===== src/rtl/dtcm_defines.vh =====
/*
 defines for the dual timer/counter block: register offsets, field positions,
 reset values and timing counts. assumes inclusion by bare name.
*/
`ifndef DTCM_DEFINES_VH
`define DTCM_DEFINES_VH
`define DTCM_OFF_CTRL      12'h0410
`define DTCM_OFF_XSTAT     12'h0411
`define DTCM_OFF_CNT_L0    12'h0450
`define DTCM_OFF_CNT_H0    12'h0451
`define DTCM_OFF_CNT_L1    12'h0452
`define DTCM_OFF_CNT_H1    12'h0453
`define DTCM_OFF_MODE      12'h045C
`define DTCM_OFF_RLD_L0    12'h0460
`define DTCM_OFF_RLD_H0    12'h0461
`define DTCM_OFF_RLD_L1    12'h0462
`define DTCM_OFF_RLD_H1    12'h0463
`define DTCM_OFF_PRESC     12'h0464
`define DTCM_OFF_IRQ_STAT  12'h0468
`define DTCM_OFF_IRQ_MASK  12'h0469
`define DTCM_OFF_ACK       12'h046A
`define DTCM_RST_BYTE      8'h00
`define DTCM_RST_PRESC     2'h0
`define DTCM_B_TF1         7
`define DTCM_B_TR1         6
`define DTCM_B_TF0         5
`define DTCM_B_TR0         4
`define DTCM_B_IE1         3
`define DTCM_B_IT1         2
`define DTCM_B_IE0         1
`define DTCM_B_IT0         0
`define DTCM_B_TOGGLE_OUT_ENABLE_ZERO        0
`define DTCM_B_T1OE        2
`define DTCM_M_AUTO16      2'h0
`define DTCM_M_FREE16      2'h1
`define DTCM_M_AUTO8       2'h2
`define DTCM_M_SPLIT       2'h3
`define DTCM_DIV4          8'h03
`define DTCM_DIV16         8'h0F
`define DTCM_DIV64         8'h3F
`endif


===== src/rtl/dtcm_top.v =====
/*
 dual 16-bit timer/counter with four modes, control/status register,
 external interrupt flags (edge or level per IT bit) and an avalon-mm register slave.
 assumes pins synchronous to i_clk (40 MHz) and an 8-bit register bus.
*/
// Chosen here: the Avalon-MM register port.
`include "dtcm_defines.vh"
module dtcm_top (
  input  wire        i_clk,
  input  wire        i_srst,
  input  wire [11:0] i_address,
  input  wire        i_read,
  input  wire        i_write,
  input  wire [7:0]  i_writedata,
  output reg  [7:0]  o_readdata,
  output reg         o_waitrequest,
  input  wire        i_count_in0,
  input  wire        i_count_in1,
  input  wire        i_ext_irq_n0,
  input  wire        i_ext_irq_n1,
  input  wire        i_vector_ack0,
  input  wire        i_vector_ack1,
  input  wire        i_ext_ack0,
  input  wire        i_ext_ack1,
  output reg         o_irq_timer0,
  output reg         o_irq_timer1,
  output reg         o_irq_ext0,
  output reg         o_irq_ext1,
  output reg         o_ovf_pulse1,
  output reg         o_irq
);
  reg  [7:0] timer_control_status;
  reg  [7:0] timer_mode_register;
  reg  [7:0] timer_extended_status;
  reg  [7:0] count_low_byte_zero;
  reg  [7:0] count_high_byte_zero;
  reg  [7:0] count_low_one;
  reg  [7:0] count_high_one;
  reg  [7:0] reload_low_zero;
  reg  [7:0] reload_high_zero;
  reg  [7:0] reload_low_one;
  reg  [7:0] reload_high_one;
  reg  [1:0] presc_sel;
  reg  [7:0] irq_stat;
  reg  [7:0] irq_mask;
  reg  [7:0] presc_cnt;
  reg        samp_phase;
  reg        cin0_q;
  reg        cin1_q;
  reg        xin0_q;
  reg        xin1_q;
  reg        ack_pend;
  reg  [7:0] div_lim;
  wire       tick;
  wire       sfall0;
  wire       sfall1;
  wire       xfall0;
  wire       xfall1;
  wire       wr;
  wire       rd;
  wire [1:0] mode0;
  wire [1:0] mode1;
  wire       ct0;
  wire       ct1;
  wire       gate0;
  wire       gate1;
  wire       en0;
  wire       en1;
  wire       enh0;
  wire       inc_l0;
  wire       inc_h0;
  wire       inc1;
  wire       split;
  wire       ovf0;
  wire       ovf1;
  wire       ovfh0;
  wire       set_tf0;
  wire       set_tf1;
  wire [16:0] sum0;
  wire [16:0] sum1;
  wire [8:0] sum_l0;
  wire [8:0] sum_h0;
  wire [8:0] sum_l1;
  reg  [7:0] next_readdata;

  // rule 18 fields: gate, c/t, m1, m0 per timer
  assign mode0 = timer_mode_register[1:0];
  assign ct0   = timer_mode_register[2];
  assign gate0 = timer_mode_register[3];
  assign mode1 = timer_mode_register[5:4];
  assign ct1   = timer_mode_register[6];
  assign gate1 = timer_mode_register[7];
  assign split = (mode0 == `DTCM_M_SPLIT);

  assign wr = i_write & ~o_waitrequest;
  assign rd = i_read & ~o_waitrequest;

  always @* begin
    case (presc_sel)
      2'h1:    div_lim = `DTCM_DIV16;
      2'h2:    div_lim = `DTCM_DIV64;
      default: div_lim = `DTCM_DIV4;
    endcase
  end

  assign tick = (presc_cnt == div_lim);
  always @(posedge i_clk) begin
    if (i_srst | tick)
      presc_cnt <= 8'h00;
    else
      presc_cnt <= presc_cnt + 8'h01;
  end

  always @(posedge i_clk) begin
    if (i_srst) begin
      samp_phase <= 1'b0;
      cin0_q     <= 1'b1;
      cin1_q     <= 1'b1;
      xin0_q     <= 1'b1;
      xin1_q     <= 1'b1;
    end else begin
      samp_phase <= ~samp_phase;
      if (samp_phase) begin
        cin0_q <= i_count_in0;
        cin1_q <= i_count_in1;
      end
      xin0_q <= i_ext_irq_n0;
      xin1_q <= i_ext_irq_n1;
    end
  end
  assign sfall0 = samp_phase & cin0_q & ~i_count_in0;
  assign sfall1 = samp_phase & cin1_q & ~i_count_in1;
  assign xfall0 = xin0_q & ~i_ext_irq_n0;
  assign xfall1 = xin1_q & ~i_ext_irq_n1;

  assign en0 = timer_control_status[`DTCM_B_TR0] & (~gate0 | i_ext_irq_n0);
  assign en1 = timer_control_status[`DTCM_B_TR1] & (~gate1 | i_ext_irq_n1);
  // low byte uses timer zero controls
  assign inc_l0 = en0 & (ct0 ? sfall0 : tick);
  // high byte internal, run bit one
  assign enh0   = timer_control_status[`DTCM_B_TR1];
  assign inc_h0 = split ? (enh0 & tick) : inc_l0;
  // timer one holds in mode 3
  assign inc1 = en1 & (mode1 != `DTCM_M_SPLIT) & (ct1 ? sfall1 : tick);

  assign sum0   = {1'b0, count_high_byte_zero, count_low_byte_zero} + 17'h1;
  assign sum1   = {1'b0, count_high_one, count_low_one} + 17'h1;
  assign sum_l0 = {1'b0, count_low_byte_zero} + 9'h001;
  assign sum_h0 = {1'b0, count_high_byte_zero} + 9'h001;
  assign sum_l1 = {1'b0, count_low_one} + 9'h001;

  assign ovf0 = inc_l0 & ((mode0[1] ? sum_l0[8] : sum0[16]));
  assign ovfh0 = split & inc_h0 & sum_h0[8];
  assign ovf1 = inc1 & (mode1[1] ? sum_l1[8] : sum1[16]);
  assign set_tf0 = ovf0 & ~timer_extended_status[`DTCM_B_TOGGLE_OUT_ENABLE_ZERO];
  // split high byte owns flag one
  assign set_tf1 = split ? (ovfh0 & ~timer_extended_status[`DTCM_B_T1OE])
                         : (ovf1 & ~timer_extended_status[`DTCM_B_T1OE]);

  // timer zero count
  always @(posedge i_clk) begin
    if (i_srst) begin
      count_low_byte_zero  <= `DTCM_RST_BYTE;
      count_high_byte_zero <= `DTCM_RST_BYTE;
    end else if (wr && i_address == `DTCM_OFF_CNT_L0) begin
      count_low_byte_zero <= i_writedata;
    end else if (wr && i_address == `DTCM_OFF_CNT_H0) begin
      count_high_byte_zero <= i_writedata;
    end else begin
      if (inc_l0) begin
        case (mode0)
          `DTCM_M_AUTO16: begin
            if (sum0[16]) begin
              count_low_byte_zero  <= reload_low_zero;
              count_high_byte_zero <= reload_high_zero;
            end else begin
              count_low_byte_zero  <= sum0[7:0];
              count_high_byte_zero <= sum0[15:8];
            end
          end
          `DTCM_M_FREE16: begin
            count_low_byte_zero  <= sum0[7:0];
            count_high_byte_zero <= sum0[15:8];
          end
          `DTCM_M_AUTO8: begin
            count_low_byte_zero <= sum_l0[8] ? reload_low_zero : sum_l0[7:0];
          end
          default: begin
            count_low_byte_zero <= sum_l0[7:0];
          end
        endcase
      end
      if (split && inc_h0)
        count_high_byte_zero <= sum_h0[7:0];
    end
  end

  // timer one count
  always @(posedge i_clk) begin
    if (i_srst) begin
      count_low_one  <= `DTCM_RST_BYTE;
      count_high_one <= `DTCM_RST_BYTE;
    end else if (wr && i_address == `DTCM_OFF_CNT_L1) begin
      count_low_one <= i_writedata;
    end else if (wr && i_address == `DTCM_OFF_CNT_H1) begin
      count_high_one <= i_writedata;
    end else if (inc1) begin
      case (mode1)
        `DTCM_M_AUTO16: begin
          if (sum1[16]) begin
            count_low_one  <= reload_low_one;
            count_high_one <= reload_high_one;
          end else begin
            count_low_one  <= sum1[7:0];
            count_high_one <= sum1[15:8];
          end
        end
        `DTCM_M_AUTO8: begin
          count_low_one <= sum_l1[8] ? reload_low_one : sum_l1[7:0];
        end
        default: begin
          count_low_one  <= sum1[7:0];
          count_high_one <= sum1[15:8];
        end
      endcase
    end
  end

  always @(posedge i_clk) begin
    if (i_srst) begin
      reload_low_zero       <= `DTCM_RST_BYTE;
      reload_high_zero      <= `DTCM_RST_BYTE;
      reload_low_one        <= `DTCM_RST_BYTE;
      reload_high_one       <= `DTCM_RST_BYTE;
      timer_mode_register   <= `DTCM_RST_BYTE;
      timer_extended_status <= `DTCM_RST_BYTE;
      presc_sel             <= `DTCM_RST_PRESC;
      irq_mask              <= `DTCM_RST_BYTE;
    end else if (wr) begin
      case (i_address)
        `DTCM_OFF_RLD_L0:   reload_low_zero <= i_writedata;
        `DTCM_OFF_RLD_H0:   reload_high_zero <= i_writedata;
        `DTCM_OFF_RLD_L1:   reload_low_one <= i_writedata;
        `DTCM_OFF_RLD_H1:   reload_high_one <= i_writedata;
        `DTCM_OFF_MODE:     timer_mode_register <= i_writedata;
        `DTCM_OFF_XSTAT:    timer_extended_status <= i_writedata & 8'h05;
        `DTCM_OFF_PRESC:    presc_sel <= i_writedata[1:0];
        `DTCM_OFF_IRQ_MASK: irq_mask <= i_writedata & 8'h0F;
        default: begin
        end
      endcase
    end
  end

  // control/status: set wins over clear
  always @(posedge i_clk) begin
    if (i_srst) begin
      timer_control_status <= `DTCM_RST_BYTE;
    end else begin
      if (wr && i_address == `DTCM_OFF_CTRL)
        timer_control_status <= i_writedata;
      if (i_vector_ack0)
        timer_control_status[`DTCM_B_TF0] <= 1'b0;
      if (i_vector_ack1)
        timer_control_status[`DTCM_B_TF1] <= 1'b0;
      if (i_ext_ack0)
        timer_control_status[`DTCM_B_IE0] <= 1'b0;
      if (i_ext_ack1)
        timer_control_status[`DTCM_B_IE1] <= 1'b0;
      if (set_tf0)
        timer_control_status[`DTCM_B_TF0] <= 1'b1;
      if (set_tf1)
        timer_control_status[`DTCM_B_TF1] <= 1'b1;
      if (timer_control_status[`DTCM_B_IT0] ? xfall0 : ~i_ext_irq_n0)
        timer_control_status[`DTCM_B_IE0] <= 1'b1;
      if (timer_control_status[`DTCM_B_IT1] ? xfall1 : ~i_ext_irq_n1)
        timer_control_status[`DTCM_B_IE1] <= 1'b1;
    end
  end

  // sticky status, write one to clear, set wins
  always @(posedge i_clk) begin
    if (i_srst)
      irq_stat <= `DTCM_RST_BYTE;
    else
      irq_stat <= ((wr && i_address == `DTCM_OFF_IRQ_STAT) ?
                   (irq_stat & ~i_writedata) : irq_stat) |
                  {4'h0, xfall1, xfall0, set_tf1, set_tf0};
  end

  always @* begin
    case (i_address)
      `DTCM_OFF_CTRL:     next_readdata = timer_control_status;
      `DTCM_OFF_XSTAT:    next_readdata = timer_extended_status;
      `DTCM_OFF_CNT_L0:   next_readdata = count_low_byte_zero;
      `DTCM_OFF_CNT_H0:   next_readdata = count_high_byte_zero;
      `DTCM_OFF_CNT_L1:   next_readdata = count_low_one;
      `DTCM_OFF_CNT_H1:   next_readdata = count_high_one;
      `DTCM_OFF_MODE:     next_readdata = timer_mode_register;
      `DTCM_OFF_RLD_L0:   next_readdata = reload_low_zero;
      `DTCM_OFF_RLD_H0:   next_readdata = reload_high_zero;
      `DTCM_OFF_RLD_L1:   next_readdata = reload_low_one;
      `DTCM_OFF_RLD_H1:   next_readdata = reload_high_one;
      `DTCM_OFF_PRESC:    next_readdata = {6'h00, presc_sel};
      `DTCM_OFF_IRQ_STAT: next_readdata = irq_stat;
      `DTCM_OFF_IRQ_MASK: next_readdata = irq_mask;
      default:            next_readdata = 8'h00;
    endcase
  end

  // bus: one wait cycle per access, data at the accepting edge
  always @(posedge i_clk) begin
    if (i_srst) begin
      o_waitrequest <= 1'b1;
      o_readdata    <= 8'h00;
      ack_pend      <= 1'b0;
    end else begin
      ack_pend      <= (i_read | i_write) & o_waitrequest & ~ack_pend;
      o_waitrequest <= ~((i_read | i_write) & o_waitrequest & ~ack_pend);
      if ((i_read | i_write) & o_waitrequest & ~ack_pend)
        o_readdata <= next_readdata;
    end
  end

  always @(posedge i_clk) begin
    if (i_srst) begin
      o_irq_timer0 <= 1'b0;
      o_irq_timer1 <= 1'b0;
      o_irq_ext0   <= 1'b0;
      o_irq_ext1   <= 1'b0;
      o_ovf_pulse1 <= 1'b0;
      o_irq        <= 1'b0;
    end else begin
      o_irq_timer0 <= timer_control_status[`DTCM_B_TF0];
      o_irq_timer1 <= timer_control_status[`DTCM_B_TF1];
      o_irq_ext0   <= timer_control_status[`DTCM_B_IE0];
      o_irq_ext1   <= timer_control_status[`DTCM_B_IE1];
      // timer one overflow for serial port
      o_ovf_pulse1 <= ovf1;
      o_irq        <= |(irq_stat & irq_mask);
    end
  end
endmodule


===== config.mk =====
export PLATFORM = sky130hd
export DESIGN_NAME = dtcm_top
export DESIGN_NICKNAME = d
export VERILOG_FILES = /design/src/rtl/dtcm_top.v
export VERILOG_INCLUDE_DIRS = /design/src /design/src/rtl
export SDC_FILE = /design/constraint.sdc
export NUM_CORES = 1
export LEC_CHECK = 0
export ABC_CLOCK_PERIOD_IN_PS = 5080
export BUFFER_PORTS_ARGS = -buffer_cell sky130_fd_sc_hd__buf_2
export CAP_MARGIN = 0
export CORE_MARGIN = 2
export CORE_UTILIZATION = 40
export DETAILED_ROUTE_END_ITERATION = 10
export SLEW_MARGIN = 5
export SYNTH_ARGS = -nofsm -noshare
export SYNTH_HDL_FRONTEND = slang
export SYNTH_SLANG_ARGS = --single-unit
export TNS_END_PERCENT = 30

===== constraint.sdc =====
create_clock -name i_clk -period 5.08 [get_ports i_clk]
set_input_delay 0 -clock i_clk [delete_from_list [all_inputs] [get_ports i_clk]]
set_output_delay 0 -clock i_clk [all_outputs]
set_load 0.03 [all_outputs]

# Word level (Yosys, flattened, before mapping)
# Index checks and enable logic that the tools add are counted.
# word_totals
wordCells	180
regBits	125
# op_classes
n_reduce_logical	31
mux	41
n_addsub	6
n_eq_ne	25
n_bitwise	44
# ops
operator	n
12-bit by 11-bit == test with 1-bit output (second input constant)	14
8-bit two-way mux	19
8-bit one-hot mux with 14 select lines	1
8-bit one-hot mux with 2 select lines	3
16-bit by 1-bit adder with 17-bit output (second input constant)	2
8-bit by 1-bit adder with 9-bit output (second input constant)	3
8-bit one-hot mux with 3 select lines	1
1-bit bitwise AND	22
2-bit AND reduction	10
1-bit two-way mux	16
3-bit nonzero test	5
1-bit NOT	14
6-bit one-hot mux with 2 select lines	1
8-bit by 1-bit adder with 8-bit output (second input constant)	1
8-bit by 4-bit bitwise AND with 8-bit output	1
8-bit bitwise AND	1
2-bit == test (second input constant)	4
8-bit == test	1
2-bit != test (second input constant)	4
8-bit NOT	1
8-bit by 4-bit OR with 8-bit output	1
8-bit OR reduction	1
1-bit logical AND	7
3-bit AND reduction	2
5 further kinds	12

# Logic depth before layout (Yosys ltp)
# logic_depth
word_depth	11
mapped_depth	9
mapped_depth_nobuf	8

# Worst setup path after synthesis
# OpenSTA, ideal clock, no wires.
# synth_timing
path_kind	flip-flop to flip-flop
startpoint	reg presc_sel[0]
endpoint	reg count_high_one[5]
t_arrival_ns	2.222
stages_incl_launch_ff	10
path_buffers	1
setup_slack_ns	2.773
setup_ns	0.086
cell_sequence	dfxtp_1 > inv_1 > ha_1 > nor3b_1 > o21ai_2 > o31a_1 > o31ai_1 > buf_2 > nor2_1 > a211oi_1
# synth_between
elab_chain_cells	7
word_cells_on_any_way	8
cone_classes	3 x eq/ne; 2 x mux; 1 x bitwise; 2 x reduce/logical
# synth_lines
element	line_no	text
start, declared	dtcm_top.v:43	reg [1:0] presc_sel;
start signal, assigned	dtcm_top.v:237	presc_sel <= `DTCM_RST_PRESC;
start signal, assigned	dtcm_top.v:247	`DTCM_OFF_PRESC: presc_sel <= i_writedata[1:0];
2-bit == test or 2-bit by 1-bit == test with 1-bit output (tied branches)	dtcm_top.v:99	case (presc_sel)
6-bit one-hot mux with 2 select lines (*)	dtcm_top.v:99	
8-bit == test (*)	dtcm_top.v:106	assign tick = (presc_cnt == div_lim);
1-bit two-way mux (*)	dtcm_top.v:144	assign inc1 = en1 & (mode1 != `DTCM_M_SPLIT) & (ct1 ? sfall1 : tick);
1-bit bitwise AND (*)	dtcm_top.v:144	
2-bit nonzero test (no line) (*)	-	
3-bit AND reduction (no line) (*)	-	
end signal, assigned	dtcm_top.v:202	count_high_one <= `DTCM_RST_BYTE;
end signal, assigned	dtcm_top.v:206	count_high_one <= i_writedata;
end signal, assigned	dtcm_top.v:212	count_high_one <= reload_high_one;
end, declared	dtcm_top.v:38	reg [7:0] count_high_one;
# Mark *: on every way between the ends. The rest lies on a longest branch, timed or not.
# A chain may end at the register's enable or synchronous reset.

# Worst setup path after layout
# layout_timing
startpoint	reg presc_cnt[0]
endpoint	reg count_high_byte_zero[2]
# layout_between
elab_chain_cells	7
word_cells_on_any_way	11
cone_classes	1 x eq/ne; 4 x mux; 2 x bitwise; 4 x reduce/logical
# layout_lines
element	line_no	text
start, declared	dtcm_top.v:46	reg [7:0] presc_cnt;
start signal, assigned	dtcm_top.v:111	presc_cnt <= presc_cnt + 8'h01;
8-bit == test (*)	dtcm_top.v:106	
1-bit two-way mux	dtcm_top.v:139	assign inc_l0 = en0 & (ct0 ? sfall0 : tick);
1-bit bitwise AND	dtcm_top.v:139	
1-bit two-way mux	dtcm_top.v:142	assign inc_h0 = split ? (enh0 & tick) : inc_l0;
1-bit logical AND	dtcm_top.v:193	if (split && inc_h0)
4-bit nonzero test (no line), or another cell as far along	-	
3-bit AND reduction (no line) or 8-bit two-way mux (tied branches)	-	
end signal, assigned	dtcm_top.v:164	count_high_byte_zero <= `DTCM_RST_BYTE;
end signal, assigned	dtcm_top.v:168	count_high_byte_zero <= i_writedata;
end signal, assigned	dtcm_top.v:194	count_high_byte_zero <= sum_h0[7:0];
end, declared	dtcm_top.v:36	reg [7:0] count_high_byte_zero;
# Marks and branches as above.

==> results.txt <==
Status = finished, final reports clean
Clk pwr share = 0.540
CP required = 5450 ps
Post-layout nets = 958
Fin util = 0.466
Post-synth EDFFs = 0
Post-CTS setup buffer count = 0
Min Tclk post-route = 2970 ps
Starting DRT DRC Count = 806
CTS buffer count = 17
Max frequency = 336 MHz
Synthesized area = 0.00722 mm2
Setup violations, final = 0
Share of cells above drive strength 1 = 0.125
Worst Max-Slew Pin Slew = 1020 ps
Routed WL = 24.6 mm
Row Count = 49
RSZ-0062 raised after global routing = no
Largest net degree at the start of global routing = 58
Worst path arrival time = 3340 ps
Total core area = 0.0178 mm2
DR vias/cell = 6.18
CTS tree = yes
Unique masters post-synth = 87
Clk_skew = 7.32 ps
Peak fanout along the critical path = 16
Post-synth ARST share = 0
Drt first pass iters = 7
Flip-flop and latch area = 0.00250 mm2
Synth top area cells = dfxtp_1 (35%), nand2_1 (6.3%), mux2i_1 (6.2%), a21oi_1 (4.4%), nand3_1 (4.2%)
Initial antenna violation count = 0
Clock slew at reported path FFs = 60 ps
Sequential fraction of the synthesis area = 0.346
Clock Latency Late Sink = 430 ps
Vias in the first global route = 6563
Global route total overflow = 0
Clock root buffer master = clkbuf_16
Fillers = 1783
Setup TNS = 0 ps
Die X = 138 um
Final hold vios = 0
Clock sinks = 125
Syn Area/Cell = 8.04 um2
Max Slew Vio Count = 0
Switching pwr = 0.579 mW
Clock Path Buffers = 2
Post-route ant nets = 0
HP Class = primary input to flip-flop
FF+latch count, synth = 125
Syn Nets = 935
Tot GR Track Use = 0.255
CP Capture Type = flip-flop
Comb power frac = 0.058
Startpoint types = flip-flop
Ant diodes = 0
IO Pins = 47
Synth Instances = 898
Area leader, netlist = dfxtp_1
P per Cell Area = 298 mW/mm2
Max VDD drop = 0.332 mV
Die height = 138 um
Hpwl dp = 17.1 mm
Multi-input logic area = 0.00444 mm2
First-pass GRT wire length = 38.4 mm
Rel. slew slack = 0.319
Drt wl/cell = 21.1 um
Synth Flop Type = dfxtp_1
Max incr delay on CP = 640 ps
Crit path cell chain = ha_1 -> nor3b_1 -> o21ai_2 -> o41ai_4 -> a22oi_2 -> or4_1 -> a21oi_1
Tot Pwr = 2.48 mW
Slowest cell on crit path = o41ai_4
H-tree depth = 4
Initial Utilization = 0.405
Vias = 7188
Final RePlAce weighted congestion = 0.944
P_int = 1.90 mW
Leakage = 2.98 nW
Sw Ratio = 0.233
DRC errors left = 0
Critical path type = flip-flop to flip-flop
YS warnings = 0
Part of the power in registers = 0.402
Area Overhead vs Synth = 15.2%
Max_cap viols = 0
Final worst-path cycle share = 0.585
Port bufs = 46
Synth top area share = 0.346
Die ar. = 0.0191 mm2
-- state kept, by name (all words and copies together), names as in the netlist, 2 cells and up --
| name | flops |
|---|---|
| timer_control_status | 8 |
| irq_mask | 4 |
| reload_high_one | 8 |
| reload_low_zero | 8 |
| presc_sel | 2 |
| count_high_byte_zero | 8 |
| count_low_one | 8 |
| o_readdata | 8 |
| timer_extended_status | 2 |
| reload_low_one | 8 |
| irq_stat | 8 |
| count_high_one | 8 |
| count_low_byte_zero | 8 |
| timer_mode_register | 8 |
| reload_high_zero | 8 |
| presc_cnt | 8 |
-- power groups by stage --
stage               clock network (mW)  registers, mW  logic, mW
global route                      1.40          0.999      0.151
detailed placement                   0           1.02      0.133
CTS                               1.35          0.998      0.141
floorplan                            0           1.02     0.0757
global placement                     0           1.02      0.132
finish                            1.34          0.999      0.143
-- cell usage in the layout (no fill, tap or decap), types with 6 or more instances in the layout --
cell	count
clkbuf_16	17
o22ai_1	17
and4_1	11
buf_2	45
and3_1	19
nand2_1	121
o31ai_1	6
dfxtp_1	125
xor2_1	13
a21oi_1	63
nand4_1	12
nor2b_1	14
buf_4	9
nand2b_1	10
a22o_1	12
dlygate4sd3_1	11
inv_1	11
a31oi_1	6
mux2i_1	45
nand3_1	60
nor4_1	7
mux2_2	7
a211oi_1	16
nor2_1	76
o21ai_0	11
or3_1	12
a22oi_1	16
o211ai_1	8
xnor2_1	14
nor3_1	17
-- timing repair --
action | 4_1_cts | 5_1_grt
hold buffers | 11 | 0
gates resized for setup | 0 | 0
endpoints found under the hold margin | 12 | 0
-- critical path: cells and delay by family, from the launching register on --
kind,cells,cell delay [ps]
flip-flops,1,370
adder cells (fa/ha/maj),1,250
AND/OR/NAND/NOR,2,910
AO/OA/AOI/OAI,4,1360
-- layer usage --
layer  track usage  routed length [um]  vias up
met3        0.0478                1820       70
met1         0.359               11100     3412
met2         0.380               10700      320
met4         0.117                 978        0
li1              -                   -     3386
met5             0                   0        -
-- synth_stat cells (all sizes together), types with 16 or more instances --
| library cell | count |
|---|---|
| nor3 | 20 |
| nand3 | 60 |
| clkbuf | 47 |
| a21oi | 63 |
| o22ai | 17 |
| mux2i | 45 |
| a22oi | 17 |
| dfxtp | 125 |
| nand2 | 122 |
| nor2 | 78 |
| a211oi | 16 |
| and3 | 19 |
-- worst paths after layout --
| path | start | cells after the start | slack, ps | endpoint |
|---|---|---|---|---|
| setup / recovery | presc_cnt[0] | 7 | 2110 | count_high_byte_zero[2] |
| hold / removal | i_writedata[7] | 3 | 20 | reload_high_one[7] |
| setup reg to reg | presc_cnt[0] | 7 | 2110 | count_high_byte_zero[2] |
| hold reg to reg | presc_cnt[0] | 1 | 470 | presc_cnt[0] |
-- metrics by stage --
| step | hold WS (ps) | worst slack [ps] | std cells | cell area [um2] |
|---|---|---|---|---|
| floorplan | 103 | 2770 | 898 | 7220 |
| global placement | 205 | 2170 | 1120 | 7560 |
| detailed placement | 204 | 2110 | 1120 | 7560 |
| CTS | 10.9 | 2110 | 1163 | 8320 |
| global route | 20.2 | 1920 | 1163 | 8320 |
| finish | 16.2 | 2110 | 1163 | 8320 |
-- layout make-up --
class                           count  share of cell area
Clock buffer                       18              0.0516
Sequential cell                   125               0.301
Multi-Input combinational cell    700               0.533
Tap cell                          229              0.0344
Inverter                           12             0.00541
Clock inverter                     14              0.0260
Timing Repair Buffer               65              0.0484
-- kinds of logic (layout without fill, tap and decap cells) --
group           count (synthesis)  in the layout  share of synthesized area
simple gates                  398            398                      0.281
xor+xnor                       27             27                     0.0327
compound gates                218            218                      0.217
flops                         125            125                      0.346
fa+ha+maj                       5              5                    0.00866
mux                            52             52                     0.0733
buf+inv                        73            109                     0.0402
(Power assumes the default switching activity.)
